==> src/chmc_defs.vh <==
`ifndef CHMC_DEFS_VH
`define CHMC_DEFS_VH

// ----------------------------------------
// clock output mode field
// ----------------------------------------
`define CHMC_CLKSEL_HI_BIT     1
`define CHMC_CLKSEL_LO_BIT     0
`define CHMC_CLKSEL_NORMAL     2'h0
`define CHMC_CLKSEL_INHIBIT    2'h3

// ----------------------------------------
// states
// ----------------------------------------
`define CHMC_ST_RUN            2'h0
`define CHMC_ST_FILL           2'h1
`define CHMC_ST_HALT           2'h2

// ----------------------------------------
// widths and reset values
// ----------------------------------------
`define CHMC_PRIO_W            3
`define CHMC_RST_STATE         2'h0

`endif

==> src/chmc_halt_ctrl.v <==
`include "chmc_defs.vh"
module chmc_halt_ctrl #(
  parameter PRIO_W = `CHMC_PRIO_W
) (
  input  wire              clk_i,
  input  wire              rst_b_i,
  input  wire              halt_exec_i,
  input  wire              prefetch_full_i,
  input  wire              nmi_pin_i,
  input  wire              mi_req_i,
  input  wire              mi_masked_i,
  input  wire [PRIO_W-1:0] mi_prio_i,
  input  wire              in_isr_i,
  input  wire              isr_is_nmi_i,
  input  wire [PRIO_W-1:0] isr_prio_i,
  input  wire              interrupts_enabled_state_i,
  input  wire              clock_out_disable_high_bit_i,
  input  wire              clock_out_disable_low_bit_i,
  output reg               cpu_clk_en_o,
  output reg               periph_clk_en_o,
  output reg               osc_pll_en_o,
  output reg               fetch_en_o,
  output reg               exec_freeze_o,
  output reg               clock_output_pin_o,
  output reg               halted_o,
  output reg               wake_o,
  output reg               wake_ack_o,
  output reg               wake_nmi_o,
  output reg               wake_pend_o,
  output reg               wake_next_insn_o
);

  // ----------------------------------------
  // pin synchronisers
  // ----------------------------------------
  reg  [2:0] nmi_sync_r;
  wire       nmi_edge;

  // nmi is edge triggered: a pin held high wakes the cpu only once
  always @(posedge clk_i) begin
    if (!rst_b_i)
      nmi_sync_r <= 3'h0;
    else
      nmi_sync_r <= {nmi_sync_r[1:0], nmi_pin_i};
  end

  // edge detect reads only stages two and three
  assign nmi_edge = nmi_sync_r[1] & ~nmi_sync_r[2];

  // ----------------------------------------
  // strap synchroniser
  // ----------------------------------------
  reg  [1:0] sel_s1_r;
  reg  [1:0] sel_s2_r;

  always @(posedge clk_i) begin
    if (!rst_b_i) begin
      sel_s1_r <= 2'h0;
      sel_s2_r <= 2'h0;
    end else begin
      sel_s1_r <= {clock_out_disable_high_bit_i, clock_out_disable_low_bit_i};
      sel_s2_r <= sel_s1_r;
    end
  end

  // ----------------------------------------
  // wake decode
  // ----------------------------------------
  wire mi_wake  = mi_req_i & ~mi_masked_i;
  wire any_wake = nmi_edge | mi_wake;
  // nmi outranks any maskable service; nothing outranks an nmi in service
  wire nmi_high = ~(in_isr_i & isr_is_nmi_i);
  wire mi_high  = ~in_isr_i | (~isr_is_nmi_i & (mi_prio_i < isr_prio_i));
  reg  ack_nxt;
  reg  nmi_nxt;
  reg  pend_nxt;
  reg  next_nxt;

  always @* begin
    ack_nxt  = 1'b0;
    nmi_nxt  = 1'b0;
    pend_nxt = 1'b0;
    next_nxt = 1'b0;
    if (nmi_edge) begin
      if (nmi_high) begin
        ack_nxt = 1'b1;
        nmi_nxt = 1'b1;
      end else begin
        pend_nxt = 1'b1;
        next_nxt = 1'b1;
      end
    end else if (mi_wake) begin
      if (interrupts_enabled_state_i && mi_high) begin
        ack_nxt = 1'b1;
      end else begin
        pend_nxt = 1'b1;
        next_nxt = 1'b1;
      end
    end
  end

  // ----------------------------------------
  // halt sequencer
  // ----------------------------------------
  reg [1:0] state_r;
  reg [1:0] state_nxt;

  always @* begin
    state_nxt = state_r;
    case (state_r)
      `CHMC_ST_RUN: begin
        if (halt_exec_i)
          state_nxt = `CHMC_ST_FILL;
      end
      `CHMC_ST_FILL: begin
        if (any_wake)
          state_nxt = `CHMC_ST_RUN;
        else if (prefetch_full_i)
          state_nxt = `CHMC_ST_HALT;
      end
      `CHMC_ST_HALT: begin
        if (any_wake)
          state_nxt = `CHMC_ST_RUN;
      end
      default: state_nxt = `CHMC_RST_STATE;
    endcase
  end

  wire halting = (state_nxt == `CHMC_ST_HALT);
  wire filling = (state_nxt == `CHMC_ST_FILL);
  wire waking  = (state_r != `CHMC_ST_RUN) & any_wake;

  // ----------------------------------------
  // clock output divider
  // ----------------------------------------
  // pin runs at half the system clock; inhibit parks it low
  reg clock_output_pin_r;
  always @(posedge clk_i) begin
    if (!rst_b_i)
      clock_output_pin_r <= 1'b0;
    else if (sel_s2_r == `CHMC_CLKSEL_INHIBIT)
      clock_output_pin_r <= 1'b0;
    else
      clock_output_pin_r <= ~clock_output_pin_r;
  end

  // ----------------------------------------
  // outputs
  // ----------------------------------------
  // only the cpu clock is ever gated; generator and peripherals run on
  always @(posedge clk_i) begin
    if (!rst_b_i) begin
      cpu_clk_en_o    <= 1'h1;
      periph_clk_en_o <= 1'h1;
      osc_pll_en_o    <= 1'h1;
    end else begin
      cpu_clk_en_o    <= ~halting;
      periph_clk_en_o <= 1'h1;
      osc_pll_en_o    <= 1'h1;
    end
  end

  // ----------------------------------------
  // fetch and execution control
  // ----------------------------------------
  // fetch stays on through fill so the queue can top up while execution is frozen
  always @(posedge clk_i) begin
    if (!rst_b_i) begin
      fetch_en_o    <= 1'h1;
      exec_freeze_o <= 1'h0;
    end else begin
      fetch_en_o    <= ~halting;
      exec_freeze_o <= halting | filling;
    end
  end

  // ----------------------------------------
  // halt status and clock output pin
  // ----------------------------------------
  always @(posedge clk_i) begin
    if (!rst_b_i) begin
      // reset path is the ordinary one: no halt state survives it
      state_r            <= `CHMC_RST_STATE;
      halted_o           <= 1'h0;
      clock_output_pin_o <= 1'h0;
    end else begin
      state_r            <= state_nxt;
      halted_o           <= halting;
      clock_output_pin_o <= clock_output_pin_r;
    end
  end

  // ----------------------------------------
  // wake outcome pulses
  // ----------------------------------------
  // qualified by waking, so a request seen while running leaves no pulse
  always @(posedge clk_i) begin
    if (!rst_b_i) begin
      wake_o           <= 1'h0;
      wake_ack_o       <= 1'h0;
      wake_nmi_o       <= 1'h0;
      wake_pend_o      <= 1'h0;
      wake_next_insn_o <= 1'h0;
    end else begin
      wake_o           <= waking;
      wake_ack_o       <= waking & ack_nxt;
      wake_nmi_o       <= waking & nmi_nxt;
      wake_pend_o      <= waking & pend_nxt;
      wake_next_insn_o <= waking & next_nxt;
    end
  end

endmodule // chmc_halt_ctrl

==> config.mk <==
export PLATFORM = sky130hd
export DESIGN_NAME = chmc_halt_ctrl
export DESIGN_NICKNAME = d
export VERILOG_FILES = /design/src/chmc_halt_ctrl.v
export VERILOG_INCLUDE_DIRS = /design/src
export SDC_FILE = /design/constraint.sdc
export NUM_CORES = 1
export LEC_CHECK = 0
export BUFFER_PORTS_ARGS = -buffer_cell sky130_fd_sc_hd__buf_2
export CAP_MARGIN = 10
export CELL_PAD_IN_SITES_DETAIL_PLACEMENT = 1
export CELL_PAD_IN_SITES_GLOBAL_PLACEMENT = 2
export CORE_ASPECT_RATIO = 0.8
export CORE_MARGIN = 2
export CORE_UTILIZATION = 29
export CTS_BUF_LIST = sky130_fd_sc_hd__clkbuf_8
export DETAILED_ROUTE_END_ITERATION = 12
export GPL_ROUTABILITY_DRIVEN = 0
export GPL_TIMING_DRIVEN = 0
export PLACE_DENSITY_LB_ADDON = 0.2
export SYNTH_ARGS = -nofsm -noshare
export SYNTH_HDL_FRONTEND = slang
export SYNTH_SLANG_ARGS = --single-unit
==> constraint.sdc <==
create_clock -name clk_i -period 4.5 [get_ports clk_i]
set_clock_uncertainty 0.2 [all_clocks]
set_input_delay 0.9 -clock clk_i [delete_from_list [all_inputs] [get_ports clk_i]]
set_output_delay 0.9 -clock clk_i [all_outputs]
set_load 0.03 [all_outputs]
==> impl_metrics.tcl, run 1 <==
set metrics [dict create \
    dp_hpwl_um 1090 \
    layout_commonest_cell "buf_2" \
    cts.path.max_buffers 2 \
    n_antenna_cell 0 \
    finalCriticalPeriod_ns 1.99 \
    drive_gt1_frac 0.402 \
    combPwrFrac 0.136 \
    setup_viol 0 \
    synthCells 71 \
    post-cts-setup-buffers 0 \
    syn2layout_area_growth_pct 30.1 \
    top_usage_layer "met2" \
    maxCapViolations 0 \
    grt_usage 0.109 \
    startpoint_type "input pin" \
    rsz0062_at_grt "false" \
    grt_start_max_net_pins 11 \
    insertion_delay_ns 0.24 \
    ys_types 27 \
    grt_pass1_vias 522 \
    htreeDepth 1 \
    path_clk_slew_ns 0.06 \
    synth-seq-cells 18 \
    hold_violations 0 \
    port_buffers 27 \
    die_h_um 48.0 \
    grt_first_pass_wirelength_um 2150 \
    setup_tns_ns 0 \
    slew_violations 0 \
    syn_area_um2 702 \
    critPathArrivalTime_ns 1.93 \
    yosysTopAreaCell "dfxtp_1" \
    coreArea_um2 2210 \
    viasPerCell 4.38 \
    cts_tree "yes" \
    ys_top_cells_by_area "dfxtp_1 51%, and2_1 7.1%, ha_1 5.3%, buf_4 4.3%, nor2_1 3.2%" \
    ys_warn_count 0 \
    seq_power_share 0.532 \
    synth.yosys.seq_area_share 0.513 \
    drt-total-wl_um 1320 \
    use_met3 0.0514 \
    synth_top_area_share 0.513 \
    cts.sinks 18 \
    vdd_drop_max_mv 0.147 \
    fin_util 0.412 \
    hold_path.class "reg -> reg" \
    ant_nets 0 \
    core.rowCount 15 \
    pwr-share-clk 0.332 \
    drc 0 \
    cts_hold_buf 0 \
    crit_required_ns 4.44 \
    met1_usage 0.115 \
    cts_root_buffer "clkbuf_8" \
    globalRouteMet2Util 0.193 \
    grt_overflow 0 \
    vias 556 \
    period_share 0.443 \
    die_x_um 59.0 \
    cts.repair.resized 0 \
    final_cell_mix "28 x buf_2, 18 x dfxtp_1, 8 x and2_1" \
    grt_antenna_before_repair 0 \
    start_util 0.317 \
    p_leak_nw 0.440 \
    p_per_area_nw_per_um2 349 \
    dr.first_iter.drc_count 9 \
    criticalPathCategory "in -> reg" \
    nNetsFinal 125 \
    p_int_uw 245 \
    cp-end-kind "flop" \
    switchingPower_uw 73.4 \
    die-area_um2 2830 \
    ioPinCount 30 \
    numCtsBuffers 3 \
    crit_fanout 6 \
    syn-mean-instance-area_um2 9.89 \
    swShare 0.231 \
    dr.pass1.iters 4 \
    status "finished, final reports clean" \
    wl_per_cell_um 10.4 \
    max_freq_mhz 502 \
]
cell families (layout without fill, tap and decap cells):
group	count (synthesis)	in the layout	share of synthesized area
compound gates	6	6	0.0499
fa+ha+maj	3	3	0.0535
buf+inv	9	39	0.0713
flops	18	18	0.513
mux	2	2	0.0285
other cells	1	2	0.00534
simple gates	32	32	0.278
worst paths after layout:
path                       startpoint                             to  depth (start not counted)  slack, ns
min            sel_s2_r[1]$_SDFF_PN0_  clock_output_pin_r$_SDFF_PP0_                          1       0.21
max                          mi_req_i            halted_o$_SDFF_PN0_                          7       2.51
min reg2reg    sel_s2_r[1]$_SDFF_PN0_  clock_output_pin_r$_SDFF_PP0_                          1       0.21
max reg2reg  nmi_sync_r[1]$_SDFF_PN0_            halted_o$_SDFF_PN0_                          6       2.92
power by group through the flow:
stage,clock network [mW],logic (mW),registers (mW)
global route,0.121,0.0484,0.170
floorplan,0,0.0237,0.178
detailed placement,0,0.0441,0.173
global placement,0,0.0428,0.173
finish,0.106,0.0433,0.169
CTS,0.113,0.0442,0.170
cell usage after synthesis:
| cell type | number |
|---|---|
| and2_2 | 1 |
| buf_4 | 4 |
| nor2b_1 | 2 |
| nand2b_1 | 1 |
| conb_1 | 1 |
| mux2i_1 | 2 |
| nand4_1 | 1 |
| or2_1 | 1 |
| nand3_1 | 1 |
| nor2b_4 | 1 |
| a21oi_1 | 2 |
| and3_1 | 1 |
| o21ai_1 | 2 |
| nand2_1 | 3 |
| nor3_2 | 1 |
| inv_1 | 3 |
| and2_1 | 8 |
| dfxtp_1 | 18 |
| inv_2 | 1 |
| a211oi_1 | 2 |
| buf_2 | 1 |
| and2b_4 | 1 |
| nor4_1 | 1 |
| ha_1 | 3 |
| nor2_4 | 1 |
| nor2_1 | 6 |
| nor3_1 | 2 |
registers in the layout, indices dropped and copies added, names as in the netlist:
| register | cells |
|---|---|
| clock_output_pin_o | 1 |
| clock_output_pin_r | 1 |
| exec_freeze_o | 1 |
| fetch_en_o | 1 |
| halted_o | 1 |
| nmi_sync_r | 3 |
| sel_s1_r | 2 |
| sel_s2_r | 2 |
| state_r | 2 |
| wake_ack_o | 1 |
| wake_next_insn_o | 1 |
| wake_nmi_o | 1 |
| wake_o | 1 |
critical path, cell delays in order:
cell and delay (ns):
buf_2 0.10, and2b_4 0.18, nor3_2 0.10, mux2i_1 0.11, or2_1 0.22, ha_1 0.18
and2_1 0.14
metrics by stage:
| stage | hold slack, ns | setup WS, ns | cells | power [mW] | area [um2] |
|---|---|---|---|---|---|
| 2_1_floorplan | 0.185 | 2.40 | 72 | 0.202 | 706 |
| 3_3_place_gp | 0.192 | 2.25 | 124 | 0.216 | 872 |
| 3_5_place_dp | 0.209 | 2.23 | 124 | 0.217 | 872 |
| 4_1_cts | 0.214 | 2.50 | 127 | 0.327 | 913 |
| 5_1_grt | 0.238 | 2.44 | 127 | 0.340 | 913 |
| 6_report | 0.208 | 2.51 | 127 | 0.319 | 913 |
routing by layer:
layer / part of all wire / wire [um]
met3: 0.068 / 90
met2: 0.48 / 626
met5: 0 / 0
met4: 0.0076 / 10
met1: 0.45 / 589
final cells by class:
cell class | count | area (um2)
plain buffers | 5 | 35.0
clock buffers | 3 | 41.3
fillers | 266 | 1300
inverters | 4 | 15.0
multi-input cells | 45 | 295
flip-flops and latches | 18 | 360
well taps | 25 | 31.3
repair buffers | 27 | 135
No activity file was read; power rests on OpenSTA's default activity.
==> run 2: changes to the inputs <==
--- a/config.mk
+++ b/config.mk
@@ -6,13 +6,14 @@
 export SDC_FILE = /design/constraint.sdc
 export NUM_CORES = 1
 export LEC_CHECK = 0
+export ABC_AREA = 1
 export BUFFER_PORTS_ARGS = -buffer_cell sky130_fd_sc_hd__buf_2
 export CAP_MARGIN = 10
 export CELL_PAD_IN_SITES_DETAIL_PLACEMENT = 1
 export CELL_PAD_IN_SITES_GLOBAL_PLACEMENT = 2
 export CORE_ASPECT_RATIO = 0.8
 export CORE_MARGIN = 2
-export CORE_UTILIZATION = 29
+export CORE_UTILIZATION = 25
 export CTS_BUF_LIST = sky130_fd_sc_hd__clkbuf_8
 export DETAILED_ROUTE_END_ITERATION = 12
 export GPL_ROUTABILITY_DRIVEN = 0
==> constraint.sdc (replaced) <==
create_clock -name clk_i -period 1.9 [get_ports clk_i]
set_clock_uncertainty 0.2 [all_clocks]
set_input_delay 0.38 -clock clk_i [delete_from_list [all_inputs] [get_ports clk_i]]
set_output_delay 0.38 -clock clk_i [all_outputs]
set_load 0.03 [all_outputs]
==> impl_metrics.tcl, run 2 <==
set metrics [dict create \
    vias 592 \
    grt_antenna_before_repair 0 \
    synth_top_area_share 0.518 \
    finalPower_uw 799 \
    critPathArrivalTime_ns 1.50 \
    synth.yosys.seq_area_share 0.518 \
    seq_area_um2 360 \
    synth_mux_area_frac 0 \
    port_buffers 27 \
    cts.path.max_buffers 2 \
    htreeDepth 1 \
    nNetsFinal 142 \
    cts.sinks 18 \
    final_cell_mix "28 x buf_2, 24 x nand2_1, 18 x inv_1, 18 x dfxtp_1, 8 x nor2_1" \
    synth-simple-area-share 0.219 \
    period_share 0.798 \
    largest_reg_flops 3 \
    n_antenna_cell 0 \
    syn2layout_area_growth_pct 34.7 \
    cp-end-kind "flop" \
    cts_hold_buf 0 \
    core.rowCount 17 \
    synth_most_common_cell "nand2_1" \
    drt-total-wl_um 1300 \
    startpoint_type "flop" \
    yosysTopAreaCell "dfxtp_1" \
    nFillCells 346 \
    grt_overflow 0 \
    regMostFlops "nmi_sync_r" \
    syn_area_um2 696 \
    synth_commonest_cells "24 x nand2_1, 18 x dfxtp_1, 18 x inv_1" \
    setup_tns_ns 0 \
    syn-mean-instance-area_um2 7.91 \
    finalCriticalPeriod_ns 1.52 \
    yosys.area_share.adder 0.0540 \
    multiInputGateArea_um2 233 \
    viasPerCell 3.75 \
    maxCapViolations 0 \
    path_clk_slew_ns 0.07 \
    dr.first_iter.drc_count 8 \
    p_per_area_nw_per_um2 853 \
    post-cts-setup-buffers 0 \
    crit_fanout 3 \
    die-area_um2 3220 \
    drive_gt1_frac 0.333 \
    cts_root_buffer "clkbuf_8" \
    ant_nets 0 \
    async_reset_ff_frac 0 \
    synth_compound_area_frac 0.0504 \
    ys_warn_count 0 \
    layout_commonest_cell "buf_2" \
    crit_required_ns 1.89 \
    synthCells 88 \
    synthXorXnorAreaFrac 0 \
    hold_violations 0 \
    grt_usage 0.0961 \
    criticalPathCategory "reg -> reg" \
    die_x_um 63.0 \
    synth-seq-cells 18 \
    dr.pass1.iters 2 \
    insertion_delay_ns 0.25 \
    p_leak_nw 0.554 \
    synth_top_family_by_area "simple AND/OR/NAND/NOR gates" \
    rsz0062_at_grt "false" \
    vdd_drop_max_mv 0.268 \
    drc 0 \
    cts.repair.resized 0 \
    slew_violations 0 \
    synth_flop_cell "dfxtp_1" \
    grt_pass1_vias 588 \
    max_freq_mhz 660 \
    setup_viol 0 \
    grt_start_max_net_pins 11 \
    grt_first_pass_wirelength_um 2420 \
    ioPinCount 30 \
    hold_path.class "in -> reg" \
    ys_types 15 \
    dp_hpwl_um 1050 \
    coreArea_um2 2700 \
    cts_tree "yes" \
    wl_per_cell_um 8.24 \
    start_util 0.258 \
    ys_top_cells_by_area "dfxtp_1 52%, nand2_1 13%, inv_1 9.7%, ha_1 5.4%, buf_4 4.3%" \
    die_h_um 51.2 \
    synth-edff-count 0 \
    status "finished, final reports clean" \
    numCtsBuffers 3 \
]
## run 2: changes by cell type after synthesis, sizes merged, moves of 2 or more
cell   delta
a21oi     +2
and2      -9
inv      +15
mux2i     -2
nand2    +22
nor2b     -3
nor3      -2
o21ai     -2
## run 2: cell families (layout without fill, tap and decap cells)
kind of cell,after synthesis,after routing
adders and majority gates,3,3
other,1,2
and+or+nand+nor,36,36
DFF,18,18
AOI/OAI and AO/OA,6,6
buffers and inverters,24,55
## run 2: stage by stage
step                cell area, um2  setup WS [ns]  instances  hold WS (ns)  utilization
finish                         937          0.384        158         0.114        0.347
global route                   937          0.326        158         0.117        0.347
CTS                            937          0.374        158         0.107        0.347
detailed placement             882          0.259        154         0.202        0.327
global placement               882          0.298        154         0.194        0.327
floorplan                      699          0.441         89         0.188            -
## run 2: where the power goes
| part | switching (mW) | leakage [nW] | total, mW | internal, mW |
|---|---|---|---|---|
| registers | 0.00549 | 0.148 | 0.399 | 0.393 |
| logic | 0.0566 | 0.378 | 0.0951 | 0.0385 |
| clock network | 0.122 | 0.0288 | 0.305 | 0.184 |
## run 2: critical path, stage by stage, from the launching register on
cell,delay (ns)
dfxtp_1,0.35
nor2_1,0.07
or3b_4,0.40
nor2_1,0.11
ha_1,0.23
nor2_1,0.09
## run 2: final timing paths
| check | from | end | slack [ns] | depth (start not counted) |
|---|---|---|---|---|
| setup / recovery | state_r[1]$_SDFF_PN0_ | exec_freeze_o$_SDFF_PN0_ | 0.38 | 5 |
| hold reg to reg | sel_s1_r[0]$_SDFF_PN0_ | sel_s2_r[0]$_SDFF_PN0_ | 0.21 | 2 |
| setup reg to reg | state_r[1]$_SDFF_PN0_ | exec_freeze_o$_SDFF_PN0_ | 0.38 | 5 |
| hold / removal | nmi_pin_i | nmi_sync_r[0]$_SDFF_PN0_ | 0.11 | 3 |
## run 2: cell type report
type                    instances  area share
plain buffers                   5      0.0374
clock buffers                   4      0.0587
inverters                      19      0.0761
multi-input cells              47       0.248
flip-flops and latches         18       0.385
well taps                      38      0.0507
repair buffers                 27       0.144
## run 2: per-layer routing
metal	global-route usage	vias up	part of all wire
li1	-	315	-
met1	0.111	259	0.48
met3	0.0374	2	0.078
met5	0	-	0
met2	0.158	16	0.43
met4	0.0444	0	0.0069
==> run 3: changes to the inputs <==
--- a/config.mk
+++ b/config.mk
@@ -13,7 +13,7 @@
 export CELL_PAD_IN_SITES_GLOBAL_PLACEMENT = 2
 export CORE_ASPECT_RATIO = 0.8
 export CORE_MARGIN = 2
-export CORE_UTILIZATION = 25
+export CORE_UTILIZATION = 23
 export CTS_BUF_LIST = sky130_fd_sc_hd__clkbuf_8
 export DETAILED_ROUTE_END_ITERATION = 12
 export GPL_ROUTABILITY_DRIVEN = 0
==> constraint.sdc (replaced) <==
create_clock -name clk_i -period 1.3 [get_ports clk_i]
set_clock_uncertainty 0.2 [all_clocks]
set_input_delay 0.26 -clock clk_i [delete_from_list [all_inputs] [get_ports clk_i]]
set_output_delay 0.26 -clock clk_i [all_outputs]
set_load 0.03 [all_outputs]
==> impl_metrics.tcl, run 3 (synthesis gave the netlist of run 2 again) <==
set metrics [dict create \
    insertion_delay_ns 0.25 \
    swShare 0.228 \
    worst_path_most_repeated_cell "nor2_2" \
    n_antenna_cell 0 \
    nNetsFinal 145 \
    layout_commonest_cell "buf_2" \
    vdd_drop_max_mv 0.581 \
    hold-worst-slack_ns 0.0285 \
    regMostFlops "nmi_sync_r" \
    fin_cells 161 \
    wl_per_cell_um 8.12 \
    finalCriticalPeriod_ns 1.45 \
    dp_cells 154 \
    vias 606 \
    multiInputGateArea_um2 258 \
    grt_start_max_net_pins 11 \
    placed_area_um2 887 \
    dr.first_iter.drc_count 7 \
    ioPinCount 30 \
    path_clk_slew_ns 0.06 \
    numCtsBuffers 3 \
    setup_tns_ns -0.318 \
    grt_first_pass_wirelength_um 2210 \
    die_h_um 53.2 \
    htreeDepth 1 \
    port_buffers 27 \
    dp_hpwl_um 1080 \
    setup_ws_ns -0.147 \
    start_util 0.246 \
    drc 0 \
    critical-path-slowest-cell "or3b_4" \
    p_per_area_nw_per_um2 1170 \
    crit_fanout 3 \
    pwr-share-clk 0.372 \
    grt_antenna_before_repair 0 \
    drt-total-wl_um 1310 \
    die_x_um 65.5 \
    hold_path.class "in -> reg" \
    combPwrFrac 0.134 \
    cp_cell_sequence "nor2_2 -> or3b_4 -> nor2_2 -> ha_1 -> nor2_1" \
    finalPower_mw 1.18 \
    seq_power_share 0.494 \
    grt_overflow 0 \
    crit_required_ns 1.29 \
    grt_usage 0.0887 \
    die-area_um2 3480 \
    startpoint_type "flop" \
    fin_util 0.356 \
    drive_gt1_frac 0.415 \
    postLayoutCellArea_um2 1010 \
    ant_nets 0 \
    setup_viol 3 \
    coreArea_um2 2830 \
    final_cell_mix "26 x buf_2, 22 x nand2_1, 18 x inv_1" \
    max_freq_mhz 691 \
    slew_violations 0 \
    switchingPower_uw 269 \
    dp_slack_ns -0.187 \
    cp_top_family "simple AND/OR/NAND/NOR gates" \
    core.rowCount 17 \
    maxCapViolations 0 \
    period_share 1.11 \
    dr.pass1.iters 4 \
    grt_pass1_vias 517 \
    p_leak_nw 0.572 \
    largest_reg_flops 3 \
    syn2layout_area_growth_pct 45.0 \
    p_int_uw 913 \
    nFillCells 351 \
    viasPerCell 3.76 \
    cts.path.max_buffers 2 \
    violations "setup timing" \
    seq_area_um2 364 \
    criticalPathCategory "reg -> reg" \
    status "finished, violations left" \
    rsz0062_at_grt "true" \
    critPathArrivalTime_ns 1.44 \
    cts_root_buffer "clkbuf_8" \
    cts.sinks 18 \
    cp-end-kind "flop" \
    cp.buffers_inverters 0 \
    cpPeakStageDelay_ns 0.39 \
    cts_tree "yes" \
    hold_violations 0 \
]
## run 3: cell count changes in the layout (fill, tap and decap cells not counted), moves of 3 or more
cell | previous run | this run
dfxtp_1 | 18 | 15
dfxtp_2 | 0 | 3
dlygate4sd3_1 | 0 | 3
nor2_1 | 8 | 5
nor2_2 | 0 | 3
## run 3: power by group through the flow
stage	Sequential, mW	Combinational [mW]	Clock [mW]
6_report	0.585	0.159	0.439
5_1_grt	0.586	0.179	0.494
4_1_cts	0.585	0.157	0.463
3_5_place_dp	0.597	0.143	0
3_3_place_gp	0.596	0.140	0
2_1_floorplan	0.612	0.0758	0
## run 3: final cells by class
type	count	area share
Sequential cell	18	0.361
Multi-Input combinational cell	47	0.256
Timing Repair Buffer	31	0.184
Inverter	19	0.0707
Clock buffer	4	0.0546
Tap cell	38	0.0471
Buffer	4	0.0273
## run 3: worst register-to-register path: cells and delay by family (launching register included)
family	cells	cell delay, ns
AND/OR/NAND/NOR	4	0.60
flip-flops	1	0.35
adder cells (fa/ha/maj)	1	0.23
## run 3: final timing paths
kind,depth (start not counted),slack (ns),endpoint,startpoint
hold / removal,2,0.03,wake_nmi_o$_SDFF_PN0_,in_isr_i
setup reg to reg,5,-0.15,exec_freeze_o$_SDFF_PN0_,state_r[1]$_SDFF_PN0_
hold reg to reg,1,0.21,clock_output_pin_r$_SDFF_PP0_,sel_s2_r[1]$_SDFF_PN0_
setup / recovery,5,-0.15,exec_freeze_o$_SDFF_PN0_,state_r[1]$_SDFF_PN0_
## run 3: layer usage
metal	part of all wire	up-vias	track usage
li1	-	320	-
met1	0.48	270	0.102
met2	0.45	14	0.138
met3	0.071	2	0.0511
met4	0.0061	0	0.0313
met5	0	-	0
## run 3: repair_timing
| item | 4_1_cts | 5_1_grt |
|---|---|---|
| cloned | 0 | 0 |
| buffers inserted | 1 | 0 |
| resized for setup | 6 | 6 |
| hold buffers | 3 | 0 |
| endpoints found under the setup margin | 5 | 8 |
| pin swaps | 5 | 2 |
| hold endpoints to repair | 3 | 0 |
